===== src/design/rtc_pin_pkg.sv =====
// Shared constants and types of the clock chip pin control block.
// Assumes a 20 MHz pclk and an APB register port of 32-bit words.
package rtc_pin_pkg;

   // Register byte offsets
   localparam logic [7:0] CTRL_OFS   = 8'h00;
   localparam logic [7:0] STATUS_OFS = 8'h04;
   localparam logic [7:0] MASK_OFS   = 8'h08;
   localparam logic [7:0] TXD_OFS    = 8'h0c;
   localparam logic [7:0] RXD_OFS    = 8'h10;
   localparam logic [7:0] STATE_OFS  = 8'h14;

   // Control field positions
   localparam int CTRL_INT_SEL = 0;
   localparam int CTRL_RS_LOW  = 1;
   localparam int CTRL_RS_HIGH = 2;
   localparam int CTRL_OSC_EN  = 3;
   localparam int CTRL_BB_EN   = 4;
   localparam int CTRL_OSC_STOP_ON_BATTERY    = 5;
   localparam logic [5:0] CTRL_RESET = 6'h01;

   // Event bits of status and mask
   localparam int EV_HALT   = 0;
   localparam int EV_BYTE   = 1;
   localparam int EV_BUTTON = 2;
   localparam int EV_PFAIL  = 3;
   localparam int EV_W      = 4;

   // Timing
   localparam int CLK_PERIOD_NS = 50;
   localparam int T_DEBOUNCE_MS = 250;
   localparam int T_RST_MS      = 250;
   localparam int T_REC_MS      = 125;
   localparam int T_OSF_MS      = 100;
   localparam int DEBOUNCE_CYC  = T_DEBOUNCE_MS * (1000000 / CLK_PERIOD_NS);
   localparam int RST_CYC       = T_RST_MS * (1000000 / CLK_PERIOD_NS);
   localparam int REC_CYC       = T_REC_MS * (1000000 / CLK_PERIOD_NS);
   localparam int OSF_CYC       = T_OSF_MS * (1000000 / CLK_PERIOD_NS);

   typedef enum logic [4:0] {
      RS_IDLE  = 5'b00001,
      RS_PFAIL = 5'b00010,
      RS_DEBNC = 5'b00100,
      RS_WREL  = 5'b01000,
      RS_HOLD  = 5'b10000
   } rst_state_t;

   typedef struct packed {
      logic cs_n;
      logic sclk;
      logic din;
   } spi_in_t;

   typedef struct packed {
      logic       osc_stop_on_battery;
      logic       battery_osc_output_enable;
      logic       osc_output_enable;
      logic [1:0] rate_select;
      logic       interrupt_select;
   } ctrl_t;

endpackage


===== src/design/rtc_pin_ctrl.sv =====
// Pin control of an SPI clock chip: SPI slave, alarm or square wave pin,
// 32 kHz gating, supervisor reset pin and oscillator halt flag.
// Assumes pins and analog levels are asynchronous; alarm_match is on pclk.
`timescale 1ns/10ps
`default_nettype none
module rtc_pin_ctrl
   import rtc_pin_pkg::*;
#(
   parameter int DEBOUNCE_CYCLES = DEBOUNCE_CYC,
   parameter int RST_CYCLES      = RST_CYC,
   parameter int REC_CYCLES      = REC_CYC,
   parameter int OSF_CYCLES      = OSF_CYC
)
(
   // Clock and reset
   input  wire logic        pclk,
   input  wire logic        presetn,
   // APB slave
   input  wire logic        psel,
   input  wire logic        penable,
   input  wire logic        pwrite,
   input  wire logic [7:0]  paddr,
   input  wire logic [31:0] pwdata,
   output logic [31:0]      prdata,
   output logic             pready,
   output logic             pslverr,
   output logic             irq,
   // SPI pins
   input  wire spi_in_t     spi_in,
   output logic             dout,
   output logic             dout_oe,
   // Alarm or square wave pin, open drain
   output logic             irq_sqw_o,
   output logic             irq_sqw_oe,
   // Reset pin, open drain
   input  wire logic        rst_pin_i,
   output logic             rst_pin_o,
   output logic             rst_pin_oe,
   // Oscillator and supply sense
   input  wire logic        clk32k_in,
   input  wire logic [3:0]  sq_taps,
   input  wire logic        alarm_match,
   input  wire logic        osc_running,
   input  wire logic        power_fail,
   output logic             out32k
);

   if (DEBOUNCE_CYCLES < 1 || RST_CYCLES < 1 || REC_CYCLES < 1 || OSF_CYCLES < 1)
   begin : g_bad_timing
      $error("timing counts must be at least one cycle");
   end

   // Two flop synchronisers for every asynchronous input
   localparam int NSYNC = 11;
   logic [NSYNC-1:0] async_in;
   logic [NSYNC-1:0] meta_r;
   logic [NSYNC-1:0] sync_r;
   assign async_in = {spi_in.cs_n, spi_in.sclk, spi_in.din, rst_pin_i, clk32k_in,
                      osc_running, power_fail, sq_taps};

   genvar gi;
   generate
      for (gi = 0; gi < NSYNC; gi++)
      begin : g_sync
         always_ff @(posedge pclk or negedge presetn)
         begin
            if (!presetn)
            begin
               meta_r[gi] <= 1'b1;
               sync_r[gi] <= 1'b1;
            end
            else
            begin
               meta_r[gi] <= async_in[gi];
               sync_r[gi] <= meta_r[gi];
            end
         end
      end
   endgenerate

   wire       cs_n_s   = sync_r[10];
   wire       sclk_s   = sync_r[9];
   wire       din_s    = sync_r[8];
   wire       rst_s    = sync_r[7];
   wire       clk32k_s = sync_r[6];
   wire       osc_run_s = sync_r[5];
   wire       pfail_s  = sync_r[4];
   wire [3:0] taps_s   = sync_r[3:0];

   // Registers
   ctrl_t            ctrl_r;
   logic [EV_W-1:0]  status_r;
   logic [EV_W-1:0]  mask_r;
   logic [7:0]       txd_r;
   logic [7:0]       rxd_r;
   logic             halt_flag_r;
   logic             first_pu_r;

   // APB decode
   wire setup_ph  = psel & ~penable;
   wire access_ok = psel & penable & pready;
   wire wr_en     = access_ok & pwrite & ~pslverr;
   wire sel_ctrl  = (paddr == CTRL_OFS);
   wire sel_stat  = (paddr == STATUS_OFS);
   wire sel_mask  = (paddr == MASK_OFS);
   wire sel_txd   = (paddr == TXD_OFS);
   wire sel_rxd   = (paddr == RXD_OFS);
   wire sel_state = (paddr == STATE_OFS);
   wire mapped    = sel_ctrl | sel_stat | sel_mask | sel_txd | sel_rxd | sel_state;

   logic [31:0] rd_mux;
   rst_state_t  rst_st_r;
   logic        is_read_r;

   assign rd_mux = sel_ctrl  ? {26'h0, ctrl_r} :
                   sel_stat  ? {28'h0, status_r} :
                   sel_mask  ? {28'h0, mask_r} :
                   sel_txd   ? {24'h0, txd_r} :
                   sel_rxd   ? {24'h0, rxd_r} :
                   sel_state ? {24'h0, is_read_r, ~cs_n_s, rst_pin_oe, pfail_s,
                                osc_run_s, first_pu_r, irq_sqw_oe, halt_flag_r} :
                   32'h0;

   // Read data is captured in the setup cycle so pready and prdata are flops
   always_ff @(posedge pclk or negedge presetn)
   begin
      if (!presetn)
      begin
         pready  <= 1'b0;
         pslverr <= 1'b0;
         prdata  <= 32'h0;
      end
      else
      begin
         pready  <= setup_ph;
         pslverr <= setup_ph & ~mapped;
         if (setup_ph)
            prdata <= pwrite ? 32'h0 : rd_mux;
      end
   end

   always_ff @(posedge pclk or negedge presetn)
   begin
      if (!presetn)
      begin
         ctrl_r <= CTRL_RESET;
         mask_r <= 4'h0;
         txd_r  <= 8'h0;
      end
      else if (wr_en)
      begin
         if (sel_ctrl)
            ctrl_r <= pwdata[5:0];
         if (sel_mask)
            mask_r <= pwdata[EV_W-1:0];
         if (sel_txd)
            txd_r <= pwdata[7:0];
      end
   end

   // SPI slave, sampled by pclk
   logic       cs_prev_r;
   logic       sclk_prev_r;
   logic       cpol_r;
   logic [2:0] bit_cnt_r;
   logic       first_byte_r;
   logic [6:0] shin_r;
   logic [7:0] shout_r;
   logic       byte_ev_r;

   wire cs_fall   = cs_prev_r & ~cs_n_s;
   wire sclk_edge = ~cs_n_s & ~cs_fall & (sclk_s ^ sclk_prev_r);
   wire lead_edge = sclk_edge & (sclk_prev_r == cpol_r);
   wire trail_edge = sclk_edge & (sclk_s == cpol_r);
   wire byte_done = trail_edge & (bit_cnt_r == 3'd7);

   always_ff @(posedge pclk or negedge presetn)
   begin
      if (!presetn)
      begin
         cs_prev_r    <= 1'b1;
         sclk_prev_r  <= 1'b1;
         cpol_r       <= 1'b1;
         bit_cnt_r    <= 3'd0;
         first_byte_r <= 1'b1;
         is_read_r    <= 1'b0;
         shin_r       <= 7'h0;
         shout_r      <= 8'h0;
         rxd_r        <= 8'h0;
         byte_ev_r    <= 1'b0;
         dout         <= 1'b0;
         dout_oe      <= 1'b0;
      end
      else
      begin
         cs_prev_r   <= cs_n_s;
         sclk_prev_r <= sclk_s;
         byte_ev_r   <= byte_done & ~first_byte_r;
         if (cs_n_s)
         begin
            bit_cnt_r    <= 3'd0;
            first_byte_r <= 1'b1;
            is_read_r    <= 1'b0;
            dout_oe      <= 1'b0;
         end
         else
         begin
            if (cs_fall)
               cpol_r <= sclk_s;
            if (trail_edge)
            begin
               shin_r    <= {shin_r[5:0], din_s};
               bit_cnt_r <= bit_cnt_r + 3'd1;
            end
            if (byte_done)
            begin
               first_byte_r <= 1'b0;
               shout_r      <= txd_r;
               if (first_byte_r)
                  is_read_r <= ~shin_r[6];
               else
                  rxd_r <= {shin_r, din_s};
            end
            if (lead_edge & is_read_r)
            begin
               dout    <= shout_r[7];
               shout_r <= {shout_r[6:0], 1'b0};
            end
            dout_oe <= is_read_r & ~first_byte_r;
         end
      end
   end

   // Alarm or square wave pin and 32 kHz gate
   wire sq_level = taps_s[ctrl_r.rate_select];
   wire irq_pull = ctrl_r.interrupt_select ? alarm_match : ~sq_level;
   wire gate32k  = ctrl_r.osc_output_enable & ctrl_r.battery_osc_output_enable;

   always_ff @(posedge pclk or negedge presetn)
   begin
      if (!presetn)
      begin
         irq_sqw_o  <= 1'b0;
         irq_sqw_oe <= 1'b0;
         out32k     <= 1'b0;
      end
      else
      begin
         irq_sqw_o  <= 1'b0;
         irq_sqw_oe <= irq_pull;
         out32k     <= clk32k_s & gate32k;
      end
   end

   // Oscillator stop detection; saturates so the flag sets only once
   logic [31:0] osf_cnt_r;
   wire osf_hit = ~osc_run_s & (osf_cnt_r == OSF_CYCLES - 1);
   wire halt_clr = wr_en & sel_state & pwdata[0];

   always_ff @(posedge pclk or negedge presetn)
   begin
      if (!presetn)
      begin
         osf_cnt_r   <= 32'h0;
         halt_flag_r <= 1'b0;
      end
      else
      begin
         if (osc_run_s)
            osf_cnt_r <= 32'h0;
         else if (osf_cnt_r < OSF_CYCLES)
            osf_cnt_r <= osf_cnt_r + 32'h1;
         if (osf_hit)
            halt_flag_r <= 1'b1;
         else if (halt_clr)
            halt_flag_r <= 1'b0;
      end
   end

   // Reset pin supervisor
   logic [31:0] rst_cnt_r;
   logic        rst_prev_r;
   wire bypass    = first_pu_r | ~osc_run_s;
   wire rec_skip  = bypass | ctrl_r.osc_stop_on_battery;
   wire btn_fall  = rst_prev_r & ~rst_s;
   wire cnt_zero  = (rst_cnt_r == 32'h0);
   wire pfail_ev  = pfail_s & ~rst_st_r[1];
   wire button_ev = (rst_st_r == RS_IDLE) & btn_fall & ~pfail_s;

   always_ff @(posedge pclk or negedge presetn)
   begin
      if (!presetn)
      begin
         rst_st_r   <= RS_PFAIL;
         rst_cnt_r  <= 32'h0;
         rst_prev_r <= 1'b1;
         first_pu_r <= 1'b1;
         rst_pin_o  <= 1'b0;
         rst_pin_oe <= 1'b1;
      end
      else
      begin
         rst_prev_r <= rst_s;
         rst_pin_o  <= 1'b0;
         if (!cnt_zero)
            rst_cnt_r <= rst_cnt_r - 32'h1;
         if (pfail_s)
            rst_st_r <= RS_PFAIL;
         else
            case (rst_st_r)
               RS_PFAIL:
               begin
                  first_pu_r <= 1'b0;
                  if (rec_skip)
                     rst_st_r <= RS_IDLE;
                  else
                  begin
                     rst_st_r  <= RS_HOLD;
                     rst_cnt_r <= REC_CYCLES - 1;
                  end
               end
               RS_IDLE:
                  if (btn_fall)
                  begin
                     rst_st_r  <= RS_DEBNC;
                     rst_cnt_r <= DEBOUNCE_CYCLES - 1;
                  end
               RS_DEBNC:
                  if (cnt_zero)
                     rst_st_r <= RS_WREL;
               RS_WREL:
                  if (rst_s)
                  begin
                     rst_st_r  <= bypass ? RS_IDLE : RS_HOLD;
                     rst_cnt_r <= RST_CYCLES - 1;
                  end
               RS_HOLD:
                  if (cnt_zero)
                     rst_st_r <= RS_IDLE;
               default:
                  rst_st_r <= RS_PFAIL;
            endcase
         // Released while waiting so the button level can be watched
         rst_pin_oe <= pfail_s | ~(rst_st_r == RS_IDLE || rst_st_r == RS_WREL) |
                       (rst_st_r == RS_IDLE & btn_fall);
      end
   end

   // Sticky events; a read clears only what it returned, so a new set survives
   logic [EV_W-1:0] ev_set;
   assign ev_set = {pfail_ev, button_ev, byte_ev_r, osf_hit};
   wire stat_rd = access_ok & ~pwrite & sel_stat;

   always_ff @(posedge pclk or negedge presetn)
   begin
      if (!presetn)
      begin
         status_r <= 4'h0;
         irq      <= 1'b0;
      end
      else
      begin
         status_r <= (status_r & ~(stat_rd ? prdata[EV_W-1:0] : 4'h0)) | ev_set;
         irq      <= |(status_r & mask_r);
      end
   end

endmodule
`default_nettype wire


===== config.mk =====
export PLATFORM = sky130hd
export DESIGN_NAME = rtc_pin_ctrl
export DESIGN_NICKNAME = d
export VERILOG_FILES = /design/src/design/rtc_pin_pkg.sv /design/src/design/rtc_pin_ctrl.sv
export SDC_FILE = /design/constraint.sdc
export NUM_CORES = 1
export LEC_CHECK = 0
export BUFFER_PORTS_ARGS = -buffer_cell sky130_fd_sc_hd__buf_2
export CAP_MARGIN = 20
export CORE_MARGIN = 5
export CORE_UTILIZATION = 40
export CTS_BUF_LIST = sky130_fd_sc_hd__clkbuf_2 sky130_fd_sc_hd__clkbuf_4 sky130_fd_sc_hd__clkbuf_8
export DETAILED_ROUTE_END_ITERATION = 10
export PLACE_DENSITY_LB_ADDON = 0.3
export SKIP_CTS_REPAIR_TIMING = 1
export SLEW_MARGIN = 0
export SYNTH_ARGS = -nofsm -noshare
export SYNTH_HDL_FRONTEND = slang
export SYNTH_SLANG_ARGS = --single-unit

===== constraint.sdc =====
create_clock -name pclk -period 2.31 [get_ports pclk]
set_clock_uncertainty 0.15 [all_clocks]
set_input_delay 0.231 -clock pclk [delete_from_list [all_inputs] [get_ports pclk]]
set_output_delay 0.231 -clock pclk [all_outputs]
set_load 0.01 [all_outputs]

==> results.md <==
- Status: finished, violations left
- Failing checks: negative setup slack
- Hold Path End: halt_flag_r
- Fill count: around 1800
- Width of the die: 151 µm
- Input/output buffers: 48
- Synth area leader: dfrtp_1
- DRT Pass-1 Iters: 5
- Area of the multi-input gates: 3610 µm²
- Post-DP HPWL: 13000 µm
- Gr ovfl total: 0
- Die area: ~23000 µm²
- Power per cell area: 663 nW/µm²
- Layout Area Growth over Synthesis: 24.3%
- Iter 0 DRT Violations: 321
- Largest net degree at the start of global routing: 57
- Reg clk slew, reported paths: ~0.10 ns
- CP Max Fanout: 4
- # nets final: between 900 and 1000
- Num ports: 99
- CTS tree: built
- R2R Setup Slk: -0.004 ns
- Remaining antenna violation count: 0
- Core Box Area: 19500 µm²
- Root Buffer: clkbuf_8
- Final min period: 2.31 ns
- Crit path DAT: between 2 and 3 ns
- Post-Syn Instances: 746
- Post-synth top area share: 42.1%
- Longest Clk Path Bufs: 2
- Ys Warns: 0
- Synth cell types: 72
- Synth top area cells: dfrtp_1, dfstp_2, mux2_2
- Vias per Instance: 5.28
- Chip height: around 150 µm
- Placed instance area: 8910 µm²
- Crit share post-route: 100%
- Register area share after synthesis: 52.5%
- Final instance area: 9820 µm²
- Yosys reg bits: 164
- Drt drc: 0
- Max-cap viol count: 0
- Critical Path Start Type: flip-flop
- CTS Buf Count: 17
- Final setup vio count: 2
- Initial Util: 40.6%
- # rows: 51
- Final worst setup slack: -0.00368 ns
- Hold Crit Start: pwrite
- Register area: ~4100 µm²
- GP Congestion: 0.900
- CP endpoint kind: flip-flop
- Mapped cell area: 7900 µm²
- Proportion of layout cells with a drive suffix above 1: roughly a third
- Initial antenna violation count: 0
- First-pass GRT wire length: around 30000 µm
- Antenna Cells: 0
- RR Startpoint: rst_cnt_r[8]
- Slew HR: 62.6%
- RSZ-0062 raised after global routing: true
- HP Class: in2reg
- Worst vdd ir: 488 µV
- Leakage power: approximately 4.4 nW
- Pins Over Slew Limit: 0
- Post-synth EDFFs: 0
- Final Hold Fails: 0
- Total track usage: 16.7%
- Vias in the first global route: 6017
- Mean Syn Cell Area: roughly 11 µm²
- H-Tree Depth: 4
- Crit Path Category: reg2reg
- Vias: 6228
- FFs w/ async S/R, synth: 100%
- Primary FF master, synth: dfrtp_1
- Total chip power: 6.51 mW
- Worst hold path cell count: 4
- Reg2Reg Capture Point: rst_cnt_r[28]
- Wire per inst: around 16 µm
- FMAX: 432 MHz
- Register-to-Register Path Depth: 5
- Crit path required time: around 2.6 ns
- Drt total wl: ~19000 µm
- CTS Sinks: 164
- Worst-margin pin slew: 0.561 ns
- Clk Latency, worst-skew pair: 0.46 ns
worst max-delay path, cell delays in order (launching register included):
cell     delay, ns
dfrtp_1       0.42
or4_4         0.56
nor3_2        0.21
nand4_1       0.22
or4_4         0.54
a21oi_2       0.14
placed cells by master (no fill, tap or decap), types with 6 or more instances in the layout:
cell / netlist / routed
o211ai_1: 7 / 7
nor3_1: 12 / 10
o31ai_1: 7 / 6
nand2_1: 44 / 43
nor2_1: 62 / 61
a21oi_1: 28 / 26
o21ai_0: 33 / 30
a31oi_1: 11 / 11
and3_1: 8 / 8
dlygate4sd3_1: 0 / 24
nor4_4: 5 / 7
nor4_1: 20 / 16
nor2b_1: 25 / 25
buf_4: 26 / 88
or3_1: 15 / 14
dfstp_2: 31 / 31
nand3_1: 35 / 34
or4_1: 14 / 7
o22ai_1: 7 / 7
dfrtp_1: 133 / 133
clkbuf_8: 0 / 17
mux2i_1: 7 / 7
mux2_2: 39 / 39
or4_4: 1 / 9
buf_2: 4 / 47
inv_1: 20 / 19
nand2b_1: 8 / 8
conb_1: 1 / 26
nand4_1: 16 / 16
xnor2_1: 8 / 8
per-layer routing:
metal | vias to the layer above | track usage, % | routed length (µm)
li1 | 3016 | - | -
met1 | 3058 | 23.0 | 8430
met2 | 136 | 26.2 | 9100
met3 | 18 | 4.33 | 854
met4 | 0 | 4.85 | 265
met5 | - | 0 | 0
state kept, by name (all words and copies together), names as in the netlist, 3 cells and up:
| register | flops |
|---|---|
| meta_r | 11 |
| txd_r | 8 |
| rst_st_r | 5 |
| bit_cnt_r | 3 |
| osf_cnt_r | 32 |
| sync_r | 4 |
| prdata | 8 |
| status_r | 4 |
| shin_r | 7 |
| mask_r | 4 |
| rxd_r | 8 |
| rst_cnt_r | 32 |
| ctrl_r | 6 |
| shout_r | 8 |
power breakdown:
part / internal (mW) / switching (mW)
combinational: 0.518 / 0.601
clock: 0.921 / 1.23
sequential: 3.07 / 0.163
area by class of cell:
class / instances / share of cell area [%]
Inverter: 20 / 0.765
Clock inverter: 15 / 1.87
Multi-Input combinational cell: 532 / 36.7
Timing Repair Buffer: 167 / 12.7
Sequential cell: 164 / 42.2
Tap cell: 265 / 3.38
Clock buffer: 17 / 2.38
cell families (layout without fill, tap and decap cells):
kind of cell,count (synthesis),count (layout),share of synthesized area [%]
other,1,26,0.0475
adders and majority gates,5,5,0.792
and+or+nand+nor,297,298,21.5
muxes,47,47,6.73
AOI/OAI and AO/OA,146,146,12.4
DFF,164,164,52.5
buffers and inverters,76,219,5.01
xor gates and xnor gates,10,10,1.11
Yosys cell counts (24+ instances only):
library cell / instances
dfrtp_1: 133
nor2_1: 62
nand2_1: 44
mux2_2: 39
nand3_1: 35
o21ai_0: 33
dfstp_2: 31
a21oi_1: 28
buf_4: 26
nor2b_1: 25
clkbuf_1: 24
worst max-delay path by stage:
stage	from	endpoint	slack [ns]	cells after the start
6_report	rst_cnt_r[8]	rst_cnt_r[28]	-0.004	5
5_1_grt	rst_cnt_r[1]	rst_cnt_r[28]	-0.07	7
4_1_cts	osf_cnt_r[24]	osf_cnt_r[18]	-0.09	5
3_5_place_dp	osf_cnt_r[24]	osf_cnt_r[18]	-0.05	5
3_3_place_gp	osf_cnt_r[24]	osf_cnt_r[18]	-0.04	5
2_1_floorplan	rst_cnt_r[14]	rst_cnt_r[2]	-0.03	7
metrics by stage:
step                util [%]  hold slack (ns)  setup TNS [ns]  worst slack [ns]  std cells
floorplan                  -           -0.215         -0.0328           -0.0328        771
global placement        45.8           0.0820         -0.0642           -0.0354       1113
detailed placement      45.8           0.0855          -0.349           -0.0544       1113
CTS                     47.9           -0.427          -0.757           -0.0888       1145
global route            50.4           0.0147          -0.433           -0.0721       1180
finish                  50.4           0.0165        -0.00530          -0.00368       1180
No activity file was read; power rests on OpenSTA's default activity.
